### config.mk
export PLATFORM = sky130hd
export DESIGN_NAME = pesf_flags
export DESIGN_NICKNAME = d
export VERILOG_FILES = /design/src/common/pesf_pkg.sv /design/src/rtl/pesf_flags.sv
export SDC_FILE = /design/constraint.sdc
export NUM_CORES = 1
export LEC_CHECK = 0
export ABC_AREA = 1
export ABC_CLOCK_PERIOD_IN_PS = 800
export BUFFER_PORTS_ARGS = -buffer_cell sky130_fd_sc_hd__buf_2
export CAP_MARGIN = 30
export CORE_ASPECT_RATIO = 1.75
export CORE_UTILIZATION = 38
export DETAILED_ROUTE_END_ITERATION = 16
export HOLD_SLACK_MARGIN = 0.1
export PLACE_DENSITY_LB_ADDON = 0.12
export SYNTH_ARGS = -nofsm -noshare
export SYNTH_HDL_FRONTEND = slang
export SYNTH_SLANG_ARGS = --single-unit
export TNS_END_PERCENT = 5
### constraint.sdc
create_clock -name clk -period 0.8 [get_ports clk]
set_clock_uncertainty 0.1 [all_clocks]
set_input_delay 0.12 -clock clk [delete_from_list [all_inputs] [get_ports clk]]
set_output_delay 0.12 -clock clk [all_outputs]
set_load 0.01 [all_outputs]
### src/common/pesf_pkg.sv
/*
 Constants, field layout and event carrier for the primary error status flags.
 Assumes one core clock and a plain register port driven by the configuration master.
*/
// Function
// - Completer Abort completion received sets flag
// - Unsupported Request completion received sets flag
// - Error message sent with enable sets flag
// - Poisoned packet received sets parity flag
// - All flags zero after reset
// - System error flag cleared by writing one
// - Completing with Completer Abort sets flag
package pesf_pkg;
	localparam int ADDR_W = 4;
	// Register indices, word addressed on the plain port
	localparam logic [ADDR_W-1:0] STATUS_ADDR  = 4'h0;
	localparam logic [ADDR_W-1:0] CONTROL_ADDR = 4'h1;
	localparam logic [ADDR_W-1:0] IRQ_ST_ADDR  = 4'h2;
	localparam logic [ADDR_W-1:0] IRQ_MSK_ADDR = 4'h3;
	// Flag positions within the upper status half-word
	localparam int SIG_TABORT_BIT = 27;
	localparam int RCV_TABORT_BIT = 28;
	localparam int RCV_MABORT_BIT = 29;
	localparam int SIG_SERR_BIT   = 30;
	localparam int DET_PERR_BIT   = 31;
	localparam int NUM_EV         = 5;
	localparam logic [NUM_EV-1:0] FLAGS_RST = 5'h00;
	// Flag vector indices, flag word bit minus the lowest flag bit
	localparam int FLAG_LSB       = SIG_TABORT_BIT;
	localparam int SIG_TABORT_IDX = SIG_TABORT_BIT - FLAG_LSB;
	localparam int RCV_TABORT_IDX = RCV_TABORT_BIT - FLAG_LSB;
	localparam int RCV_MABORT_IDX = RCV_MABORT_BIT - FLAG_LSB;
	localparam int SERR_IDX       = SIG_SERR_BIT - FLAG_LSB;
	localparam int DET_PERR_IDX   = DET_PERR_BIT - FLAG_LSB;
	// Control register bit that holds system_error_report_enable
	localparam int SERR_EN_BIT    = 0;
	// Only the system error flag takes write one to clear
	localparam logic [NUM_EV-1:0] W1C_MASK = 5'h01 << SERR_IDX;
	localparam logic [NUM_EV-1:0] RO_MASK  = ~W1C_MASK;
	localparam logic [31:0]       WORD_ZERO = 32'h0000_0000;
	// Events, one-cycle pulses, bit order matches flag order from bit 27 upward
	typedef struct packed {
		logic poisoned_rx;    // Poisoned packet received on primary side
		logic err_msg_tx;     // Fatal or nonfatal error message sent
		logic cpl_ur_rx;      // Completion with Unsupported Request received
		logic cpl_ca_rx;      // Completion with Completer Abort received
		logic ca_sent;        // Request completed with Completer Abort
	} pesf_ev_t;
endpackage

### src/rtl/pesf_flags.sv
/*
 Primary error status flags with sticky bits, interrupt status and mask.
 Assumes event pulses come from logic on clk; register strobes are one cycle.
 Only the system error flag is software clearable; the rest hold until reset.
 Read data are registered, so software sees the state of the cycle of the strobe.
*/
`timescale 1ns/1ns
module pesf_flags
	import pesf_pkg::*;
(
	input  wire logic              clk,        // Core clock 125 MHz
	input  wire logic              arst_n,     // Async reset, active low
	input  wire pesf_ev_t          ev,         // Event pulses
	input  wire logic [ADDR_W-1:0] addr,       // Register index
	input  wire logic [31:0]       wdata,      // Write data
	input  wire logic              wr,         // Write strobe
	input  wire logic              rd,         // Read strobe
	output logic      [31:0]       rdata,      // Read data, cycle after rd
	output logic                   serr_en,    // Error report enable, from register
	output logic                   irq         // Level interrupt
);
	logic [NUM_EV-1:0] flags_reg;
	logic [NUM_EV-1:0] flags_next;
	logic [NUM_EV-1:0] irq_st_reg;
	logic [NUM_EV-1:0] irq_msk_reg;
	logic              serr_en_reg;
	logic [NUM_EV-1:0] ev_set;
	logic [NUM_EV-1:0] w1c;

	// Refuse package values that the flag layout cannot serve
	if ($bits(pesf_ev_t) != NUM_EV) begin : g_ev_width_chk
		$error("event carrier width differs from flag count");
	end
	if (DET_PERR_BIT - SIG_TABORT_BIT + 1 != NUM_EV) begin : g_flag_span_chk
		$error("flag bits are not one contiguous field");
	end
	if (DET_PERR_BIT >= $bits(WORD_ZERO)) begin : g_flag_top_chk
		$error("flag field does not fit the status word");
	end
	if (SERR_EN_BIT >= $bits(WORD_ZERO)) begin : g_ctrl_bit_chk
		$error("enable bit does not fit the control word");
	end
	if (FLAGS_RST != '0) begin : g_rst_val_chk
		$error("flags must come out of reset at zero");
	end
	if (ADDR_W < 2) begin : g_addr_w_chk
		$error("register index too narrow for four registers");
	end

	// Gate the error message event by the enable bit
	always_comb begin
		ev_set    = ev;
		ev_set[SERR_IDX] = ev.err_msg_tx & serr_en_reg;
	end

	// Only the system error flag is clearable; the others read only
	assign w1c = (wr && addr == STATUS_ADDR && wdata[SIG_SERR_BIT]) ?
		W1C_MASK : FLAGS_RST;

	// Set beats clear so a same-cycle event is never lost
	assign flags_next = (flags_reg & ~w1c) | ev_set;

	// Sticky status flags
	always_ff @(posedge clk or negedge arst_n) begin
		if (!arst_n) begin
			flags_reg <= FLAGS_RST;
		end else begin
			flags_reg <= flags_next;
		end
	end

	// Control: report enable and interrupt mask
	always_ff @(posedge clk or negedge arst_n) begin
		if (!arst_n) begin
			serr_en_reg <= 1'b0;
			irq_msk_reg <= FLAGS_RST;
		end else if (wr) begin
			if (addr == CONTROL_ADDR) begin
				serr_en_reg <= wdata[SERR_EN_BIT];
			end
			if (addr == IRQ_MSK_ADDR) begin
				irq_msk_reg <= wdata[NUM_EV-1:0];
			end
		end
	end

	// Interrupt status, write one to clear, set wins
	always_ff @(posedge clk or negedge arst_n) begin
		if (!arst_n) begin
			irq_st_reg <= FLAGS_RST;
		end else if (wr && addr == IRQ_ST_ADDR) begin
			irq_st_reg <= (irq_st_reg & ~wdata[NUM_EV-1:0]) | ev_set;
		end else begin
			irq_st_reg <= irq_st_reg | ev_set;
		end
	end

	// Read data, zero when idle or unmapped
	always_ff @(posedge clk or negedge arst_n) begin
		if (!arst_n) begin
			rdata <= WORD_ZERO;
		end else if (rd) begin
			unique case (addr)
				STATUS_ADDR:  rdata <= 32'(flags_reg) << FLAG_LSB;
				CONTROL_ADDR: rdata <= 32'(serr_en_reg) << SERR_EN_BIT;
				IRQ_ST_ADDR:  rdata <= 32'(irq_st_reg);
				IRQ_MSK_ADDR: rdata <= 32'(irq_msk_reg);
				default:      rdata <= WORD_ZERO;
			endcase
		end else begin
			rdata <= WORD_ZERO;
		end
	end

	// Register-driven outputs; irq is combinational so a clear drops it at once
	assign serr_en = serr_en_reg;
	assign irq     = |(irq_st_reg & irq_msk_reg);

	// Each event other than the error message sets its own flag one edge later
	sig_tabort_a: assert property (@(posedge clk) disable iff (!arst_n)
		ev.ca_sent |=> flags_reg[SIG_TABORT_IDX])
		else $error("signaled target abort not set");
	rcv_tabort_a: assert property (@(posedge clk) disable iff (!arst_n)
		ev.cpl_ca_rx |=> flags_reg[RCV_TABORT_IDX])
		else $error("received target abort not set");
	rcv_mabort_a: assert property (@(posedge clk) disable iff (!arst_n)
		ev.cpl_ur_rx |=> flags_reg[RCV_MABORT_IDX])
		else $error("received master abort not set");
	perr_set_a: assert property (@(posedge clk) disable iff (!arst_n)
		ev.poisoned_rx |=> flags_reg[DET_PERR_IDX])
		else $error("detected parity error not set");

	// Error message flag follows the report enable
	serr_set_a: assert property (@(posedge clk) disable iff (!arst_n)
		ev.err_msg_tx && serr_en_reg |=> flags_reg[SERR_IDX])
		else $error("signaled system error not set");
	serr_gate_a: assert property (@(posedge clk) disable iff (!arst_n)
		!flags_reg[SERR_IDX] && !(ev.err_msg_tx && serr_en_reg) |=> !flags_reg[SERR_IDX])
		else $error("system error set without enable");

	// System error clear: a one clears, a zero keeps, a same-cycle set wins
	serr_clear_a: assert property (@(posedge clk) disable iff (!arst_n)
		wr && addr == STATUS_ADDR && wdata[SIG_SERR_BIT] && !ev.err_msg_tx |=> !flags_reg[SERR_IDX])
		else $error("system error not cleared");
	serr_keep_a: assert property (@(posedge clk) disable iff (!arst_n)
		wr && addr == STATUS_ADDR && !wdata[SIG_SERR_BIT] && flags_reg[SERR_IDX] |=> flags_reg[SERR_IDX])
		else $error("system error lost on write of zero");
	set_wins_a: assert property (@(posedge clk) disable iff (!arst_n)
		wr && addr == STATUS_ADDR && wdata[SIG_SERR_BIT] && ev.err_msg_tx && serr_en_reg |=> flags_reg[SERR_IDX])
		else $error("system error clear beat its set");

	// Read-only flags never fall until reset
	ro_sticky_a: assert property (@(posedge clk) disable iff (!arst_n)
		(flags_reg & RO_MASK) != FLAGS_RST |=> ($past(flags_reg) & RO_MASK & ~flags_reg) == FLAGS_RST)
		else $error("read only flag cleared");

	// Reset leaves flags and outputs at zero, checked at the first edge after release
	rst_zero_a: assert property (@(posedge clk)
		$rose(arst_n) |-> flags_reg == FLAGS_RST)
		else $error("flags not zero after reset");
	rst_out_a: assert property (@(posedge clk)
		$rose(arst_n) |-> rdata == WORD_ZERO && !serr_en && !irq)
		else $error("outputs not zero after reset");

	// Control and mask registers take the written value and keep it otherwise
	ctrl_write_a: assert property (@(posedge clk) disable iff (!arst_n)
		wr && addr == CONTROL_ADDR |=> serr_en == $past(wdata[SERR_EN_BIT]))
		else $error("report enable not written");
	serr_en_hold_a: assert property (@(posedge clk) disable iff (!arst_n)
		!(wr && addr == CONTROL_ADDR) |=> serr_en == $past(serr_en))
		else $error("report enable changed without write");
	mask_write_a: assert property (@(posedge clk) disable iff (!arst_n)
		wr && addr == IRQ_MSK_ADDR |=> irq_msk_reg == $past(wdata[NUM_EV-1:0]))
		else $error("interrupt mask not written");
	mask_hold_a: assert property (@(posedge clk) disable iff (!arst_n)
		!(wr && addr == IRQ_MSK_ADDR) |=> irq_msk_reg == $past(irq_msk_reg))
		else $error("interrupt mask changed without write");

	// Read port: data stand one cycle after the strobe, zero otherwise
	rdata_idle_a: assert property (@(posedge clk) disable iff (!arst_n)
		!rd |=> rdata == WORD_ZERO)
		else $error("read data not zero when idle");
	rdata_status_a: assert property (@(posedge clk) disable iff (!arst_n)
		rd && addr == STATUS_ADDR |=> rdata == (32'($past(flags_reg)) << FLAG_LSB))
		else $error("status read data wrong");
	rdata_ctrl_a: assert property (@(posedge clk) disable iff (!arst_n)
		rd && addr == CONTROL_ADDR |=> rdata == (32'($past(serr_en_reg)) << SERR_EN_BIT))
		else $error("control read data wrong");
	rdata_irq_a: assert property (@(posedge clk) disable iff (!arst_n)
		rd && addr == IRQ_ST_ADDR |=> rdata == 32'($past(irq_st_reg)))
		else $error("interrupt status read data wrong");
	rdata_mask_a: assert property (@(posedge clk) disable iff (!arst_n)
		rd && addr == IRQ_MSK_ADDR |=> rdata == 32'($past(irq_msk_reg)))
		else $error("interrupt mask read data wrong");
	rdata_unmap_a: assert property (@(posedge clk) disable iff (!arst_n)
		rd && addr > IRQ_MSK_ADDR |=> rdata == WORD_ZERO)
		else $error("unmapped read not zero");

	// Per-bit checks of flags and interrupt status
	for (genvar i = 0; i < NUM_EV; i++) begin : g_bit_chk
		// A flag rises only on its own event
		flag_cause_a: assert property (@(posedge clk) disable iff (!arst_n)
			!flags_reg[i] && !ev_set[i] |=> !flags_reg[i])
			else $error("flag set without its event");

		// Interrupt status rises with the event and only then
		irq_set_a: assert property (@(posedge clk) disable iff (!arst_n)
			ev_set[i] |=> irq_st_reg[i])
			else $error("interrupt status not set");
		irq_cause_a: assert property (@(posedge clk) disable iff (!arst_n)
			!irq_st_reg[i] && !ev_set[i] |=> !irq_st_reg[i])
			else $error("interrupt status set without event");

		// Write one clears unless the event lands in the same cycle
		irq_clear_a: assert property (@(posedge clk) disable iff (!arst_n)
			wr && addr == IRQ_ST_ADDR && wdata[i] && !ev_set[i] |=> !irq_st_reg[i])
			else $error("interrupt status not cleared");
		irq_hold_a: assert property (@(posedge clk) disable iff (!arst_n)
			irq_st_reg[i] && !(wr && addr == IRQ_ST_ADDR && wdata[i]) |=> irq_st_reg[i])
			else $error("interrupt status lost");

		// An unmasked status bit raises the level output
		irq_level_a: assert property (@(posedge clk) disable iff (!arst_n)
			irq_st_reg[i] && irq_msk_reg[i] |-> irq)
			else $error("interrupt output low with unmasked status");
	end
endmodule // pesf_flags

After elaboration in Yosys (flattened, before gate mapping)
Cells that the tools add are included.
- input port bits: 45
- logic and storage cells: 28
- flip-flop bits (word level): 48
- output and inout bits: 34
- reductions and logical operators: 7
- bitwise gates (word level): 9
- eq/ne operators: 3
- muxes and demuxes: 4
- operators by type and width (cell ; count):
    $pmux 32 s4 ; 1
    $mux 32 ; 1
    $and 5x5->5 ; 3
    $or 5x5->5 ; 3
    $eq 4x2->1 const B ; 2
    $mux 5 ; 1
    $not 4->5 ; 1
    $not 5->5 ; 1
    $reduce_or 5->1 ; 1
    $eq 4x1->1 const B ; 1
    $logic_not 4->1 ; 1
    $mux 4 ; 1
    $reduce_and 2->1 ; 2
    $logic_and 1x1->1 ; 3
    $and 1x1->1 ; 1

Depth between registers and ports, before layout
- word-level depth: 7
- mapped depth: 6

Worst setup path before layout
OpenSTA, ideal clock, no wires.
- kind: input -> register
- start point: input port addr[3]
- end point: register irq_msk_reg[0]
- cell stages on the path: 5
- arrival time: 0.698 ns
- required time: 0.582 ns
- setup slack: -0.116 ns
- library setup time: 0.118 ns
- cell sequence: nor2_2 > nor2b_4 > nand2_4 > nand2_1 > o21ai_2
- word-level cells in the longest chain between the ends: 2
- ends and longest elaborated chain (element ; line ; source):
    start, declared ; pesf_flags.sv:14 ; input wire logic [ADDR_W-1:0] addr,
    $eq 4x2->1 ; pesf_flags.sv:81 ; if (addr == IRQ_MSK_ADDR) begin
    $reduce_and 2->1 (no source line) ; n/a ;
    end signal, assigned ; pesf_flags.sv:82 ; irq_msk_reg <= wdata[NUM_EV-1:0];
    end, declared ; pesf_flags.sv:25 ; logic [NUM_EV-1:0] irq_msk_reg;
No other way between the ends.
A chain may end at the register's enable or synchronous reset.

Final worst setup path
- start point: register irq_st_reg[2]
- end point: output port irq
- word-level cells in the longest chain between the ends: 2
- ends and longest elaborated chain (element ; line ; source):
    start, declared ; pesf_flags.sv:24 ; logic [NUM_EV-1:0] irq_st_reg;
    start signal, assigned ; pesf_flags.sv:92 ; irq_st_reg <= (irq_st_reg & ~wdata[NUM_EV-1:0]) | ev_set;
    start signal, assigned ; pesf_flags.sv:94 ; irq_st_reg <= irq_st_reg | ev_set;
    $and 5x5->5 ; pesf_flags.sv:117 ; assign irq = |(irq_st_reg & irq_msk_reg);
    $reduce_or 5->1 ; pesf_flags.sv:117 ;
    end, declared ; pesf_flags.sv:20 ; output logic irq
No other way between the ends.

==> results.md <==
- Sw frac: 25.90%
- Die Area: 3549 um2
- Top Ports: 79
- Combinational Power Share: between 10% and 20%
- Core Util, Final: around 53%
- Clock power share: a little over a third
- Worst EP arrival: approximately 1100 ps
- Clk root buf: clkbuf_8
- Die extent in y: 78.06 um
- Seq cells post-synth: 26
- Post-Synthesis Cells: about 140
- Avg Cell Area, Syn: 9.103 um2
- TritonRoute pass-1 iters: 6
- Critical setup path kind: register to output port
- Clock Pin Slew Worst Setup and Hold Paths: 90 ps
- WL/cell: about 11 um
- Status: finished, violations left
- Max-Cap Viols: 0
- Hold Crit Endpoint: flags_reg[2]$_DFF_PN0_
- Placed inst area: roughly 1500 um2
- Crit end category: output port
- Synth-to-layout area growth: 33.57%
- Fmax: roughly 0.73 GHz
- Detailed Route Iter0 Violations: 8
- First-pass GRT wire length: about 4000 um
- Share of cells above drive strength 1: between 40% and 50%
- CP startpoint: irq_st_reg[2]$_DFF_PN0_
- Residual DRC: 0
- Worst-skew pair later-pin latency: 280 ps
- Register area share after synthesis: approximately half
- Worst path required time: between 500 and 600 ps
- DP HPWL: between 1500 and 2000 um
- Core outline area: ~3100 um2
- Nets@finish: between 200 and 250
- Hold_buf cts: 2
- H-tree Lvls: 1
- Vias in the first global route: 960
- Ant diodes: 0
- Final setup fails: 25
- R2r setup slk: -310 ps
- CP startpoint kind: register
- Most common cell after layout, fill and taps aside: buf_2
- Die X: around 45 um
- Port-buffer cells: 30
- Final Non-Filler Cells: approximately 230
- DR vias: approximately 990
- Synth area leaders: dfrtp_1 52%, buf_4 14%, nand2_1 8.4%
- Post-synth top area cell: dfrtp_1
- ANT nets after route: 0
- CTS sink cnt: 26
- Crit Path Max Fanout: 2
- NetSw: about 0.00083 W
- Ys Warns: 0
- Starting Density: approximately 40%
- Routability cong.: between 0.8 and 0.9
- Top cell type's share of synthesized area: between 50% and 60%
- Final min period: between 1000 and 1500 ps
- Netlist Area Pre-Place: about 1300 um2
- Total global routing track utilization: between 15 and 20%
- R2R Path End: irq_st_reg[2]$_DFF_PN0_
- Overflow left after global routing: 0
- Post-DR vias/cell: roughly 4.2
- TritonCTS clock tree: done
- Yosys cell types: 19
- Peak VDD IR: around 1.3 mV
- Post-route cell area: approximately 1700 um2
- Worst hold start: ev[2]
- Sequential Power Share: around 46%
- Lkg Pwr: roughly 0.93 nW
- Reg2reg path depth: 5
- Min Hold Slack: -67.43 ps
- Final Cycle Share: 170.2%
- Largest Register: rdata
- Placed insts: roughly 220
- Cell Int Power: between 0.002 and 0.0025 W
- CTS Buf Count: 3
- Row count: 27
- RSZ-0062 raised after global routing: true
- Largest net degree at the start of global routing: 27
- Max Transition Viols Final: 0
- CTS Buffer Depth: 2
- Cell Pwr Density: about 1900 nW/um2
- Most frequent cells in the layout: 29 x buf_2, 26 x dfrtp_1, 22 x nand2_1, 22 x conb_1, 17 x inv_1
- Initial antenna violation count: 0
- Final worst slack: -561.5 ps
- Post-Place Worst Slack: -263.7 ps
- Failing checks: hold timing, setup timing
- Reg2Reg Launch Point: irq_st_reg[2]$_DFF_PN0_
- Largest register FFs: 10
- Min-delay worst type: input pin to register
- Total routed wirelength: about 2500 um
- WHS Path Cells: 3
- Hold Vio Cnt, Final: 10
==> repair_timing <==
| action | 4_1_cts | 5_1_grt |
|---|---|---|
| endpoints found under the hold margin | 47 | 21 |
| gates cloned | 0 | 0 |
| setup endpoints to repair | 26 | 32 |
| resized for setup | 11 | 10 |
| pin swaps | 3 | 2 |
| setup buffers | 1 | 2 |
==> power by group through the flow <==
stage	sequential, W	clock [W]	combinational, W
after floorplan	0.00149	0	0.000331
after global placement	0.00147	0	0.000539
after detailed placement	0.00147	0	0.000543
after CTS	0.00145	0.00113	0.000596
after global routing	0.00147	0.00117	0.000707
final	0.00146	0.00111	0.000637
==> logic make-up after synthesis <==
| logic type | after synthesis | share of synthesized area, % |
|---|---|---|
| and+or+nand+nor | 52 | 20.22 |
| DFF | 26 | 51.79 |
| AOI/OAI and AO/OA | 17 | 8.266 |
| other | 1 | 0.2985 |
| buffers and inverters | 42 | 19.42 |
==> metal layers <==
layer  routed length, um  global-route usage (%)  vias up
met2                1459                   27.14       35
met4                  80                   10.30        0
li1                    -                       -      486
met5                   0                       0        -
met3                 106                   2.299        7
met1                 899                   15.63      459
==> how the worst max path moves through the flow <==
| stage | endpoint | depth (start not counted) |
|---|---|---|
| 2_1_floorplan | irq | 4 |
| 4_1_cts | irq | 5 |
| 3_3_place_gp | rdata[4]$_DFF_PN0_ | 6 |
| 6_report | irq | 5 |
| 5_1_grt | irq | 5 |
| 3_5_place_dp | rdata[3]$_DFF_PN0_ | 6 |
==> stage by stage <==
step	setup TNS, ps	power [W]
floorplan	-593.0	0.001818
global placement	-5020	0.002012
detailed placement	-5329	0.002017
CTS	-3676	0.003182
global route	-5002	0.003347
finish	-4004	0.003205
==> cells in the mapped netlist <==
master and number:
nand2_1 28, dfrtp_1 26, buf_4 23, inv_1 18
nand3_1 11, nor2_1 6, o21ai_0 6, a21oi_1 5
o21ai_2 5, conb_1 1, inv_2 1, nand2_2 1
nand2_4 1, nand3_2 1, nand4_2 1, nor2_2 1
nor2_4 1, nor2b_4 1, o21ai_1 1
==> critical path, stage by stage (launching register included) <==
cell,delay [ps]
dfrtp_1,400
nand2_1,70
nand2_1,70
a21oi_2,110
nand3_1,80
buf_2,140
==> layout make-up <==
class | count | area, um2
inverters | 19 | 71.32
multi-input cells | 91 | 493.0
repair buffers | 50 | 337.8
clock buffers | 3 | 41.29
flip-flops and latches | 26 | 650.6
fillers | 291 | 1464
clock inverters | 1 | 30.03
well taps | 43 | 53.80
No activity file was read; power rests on OpenSTA's default activity.
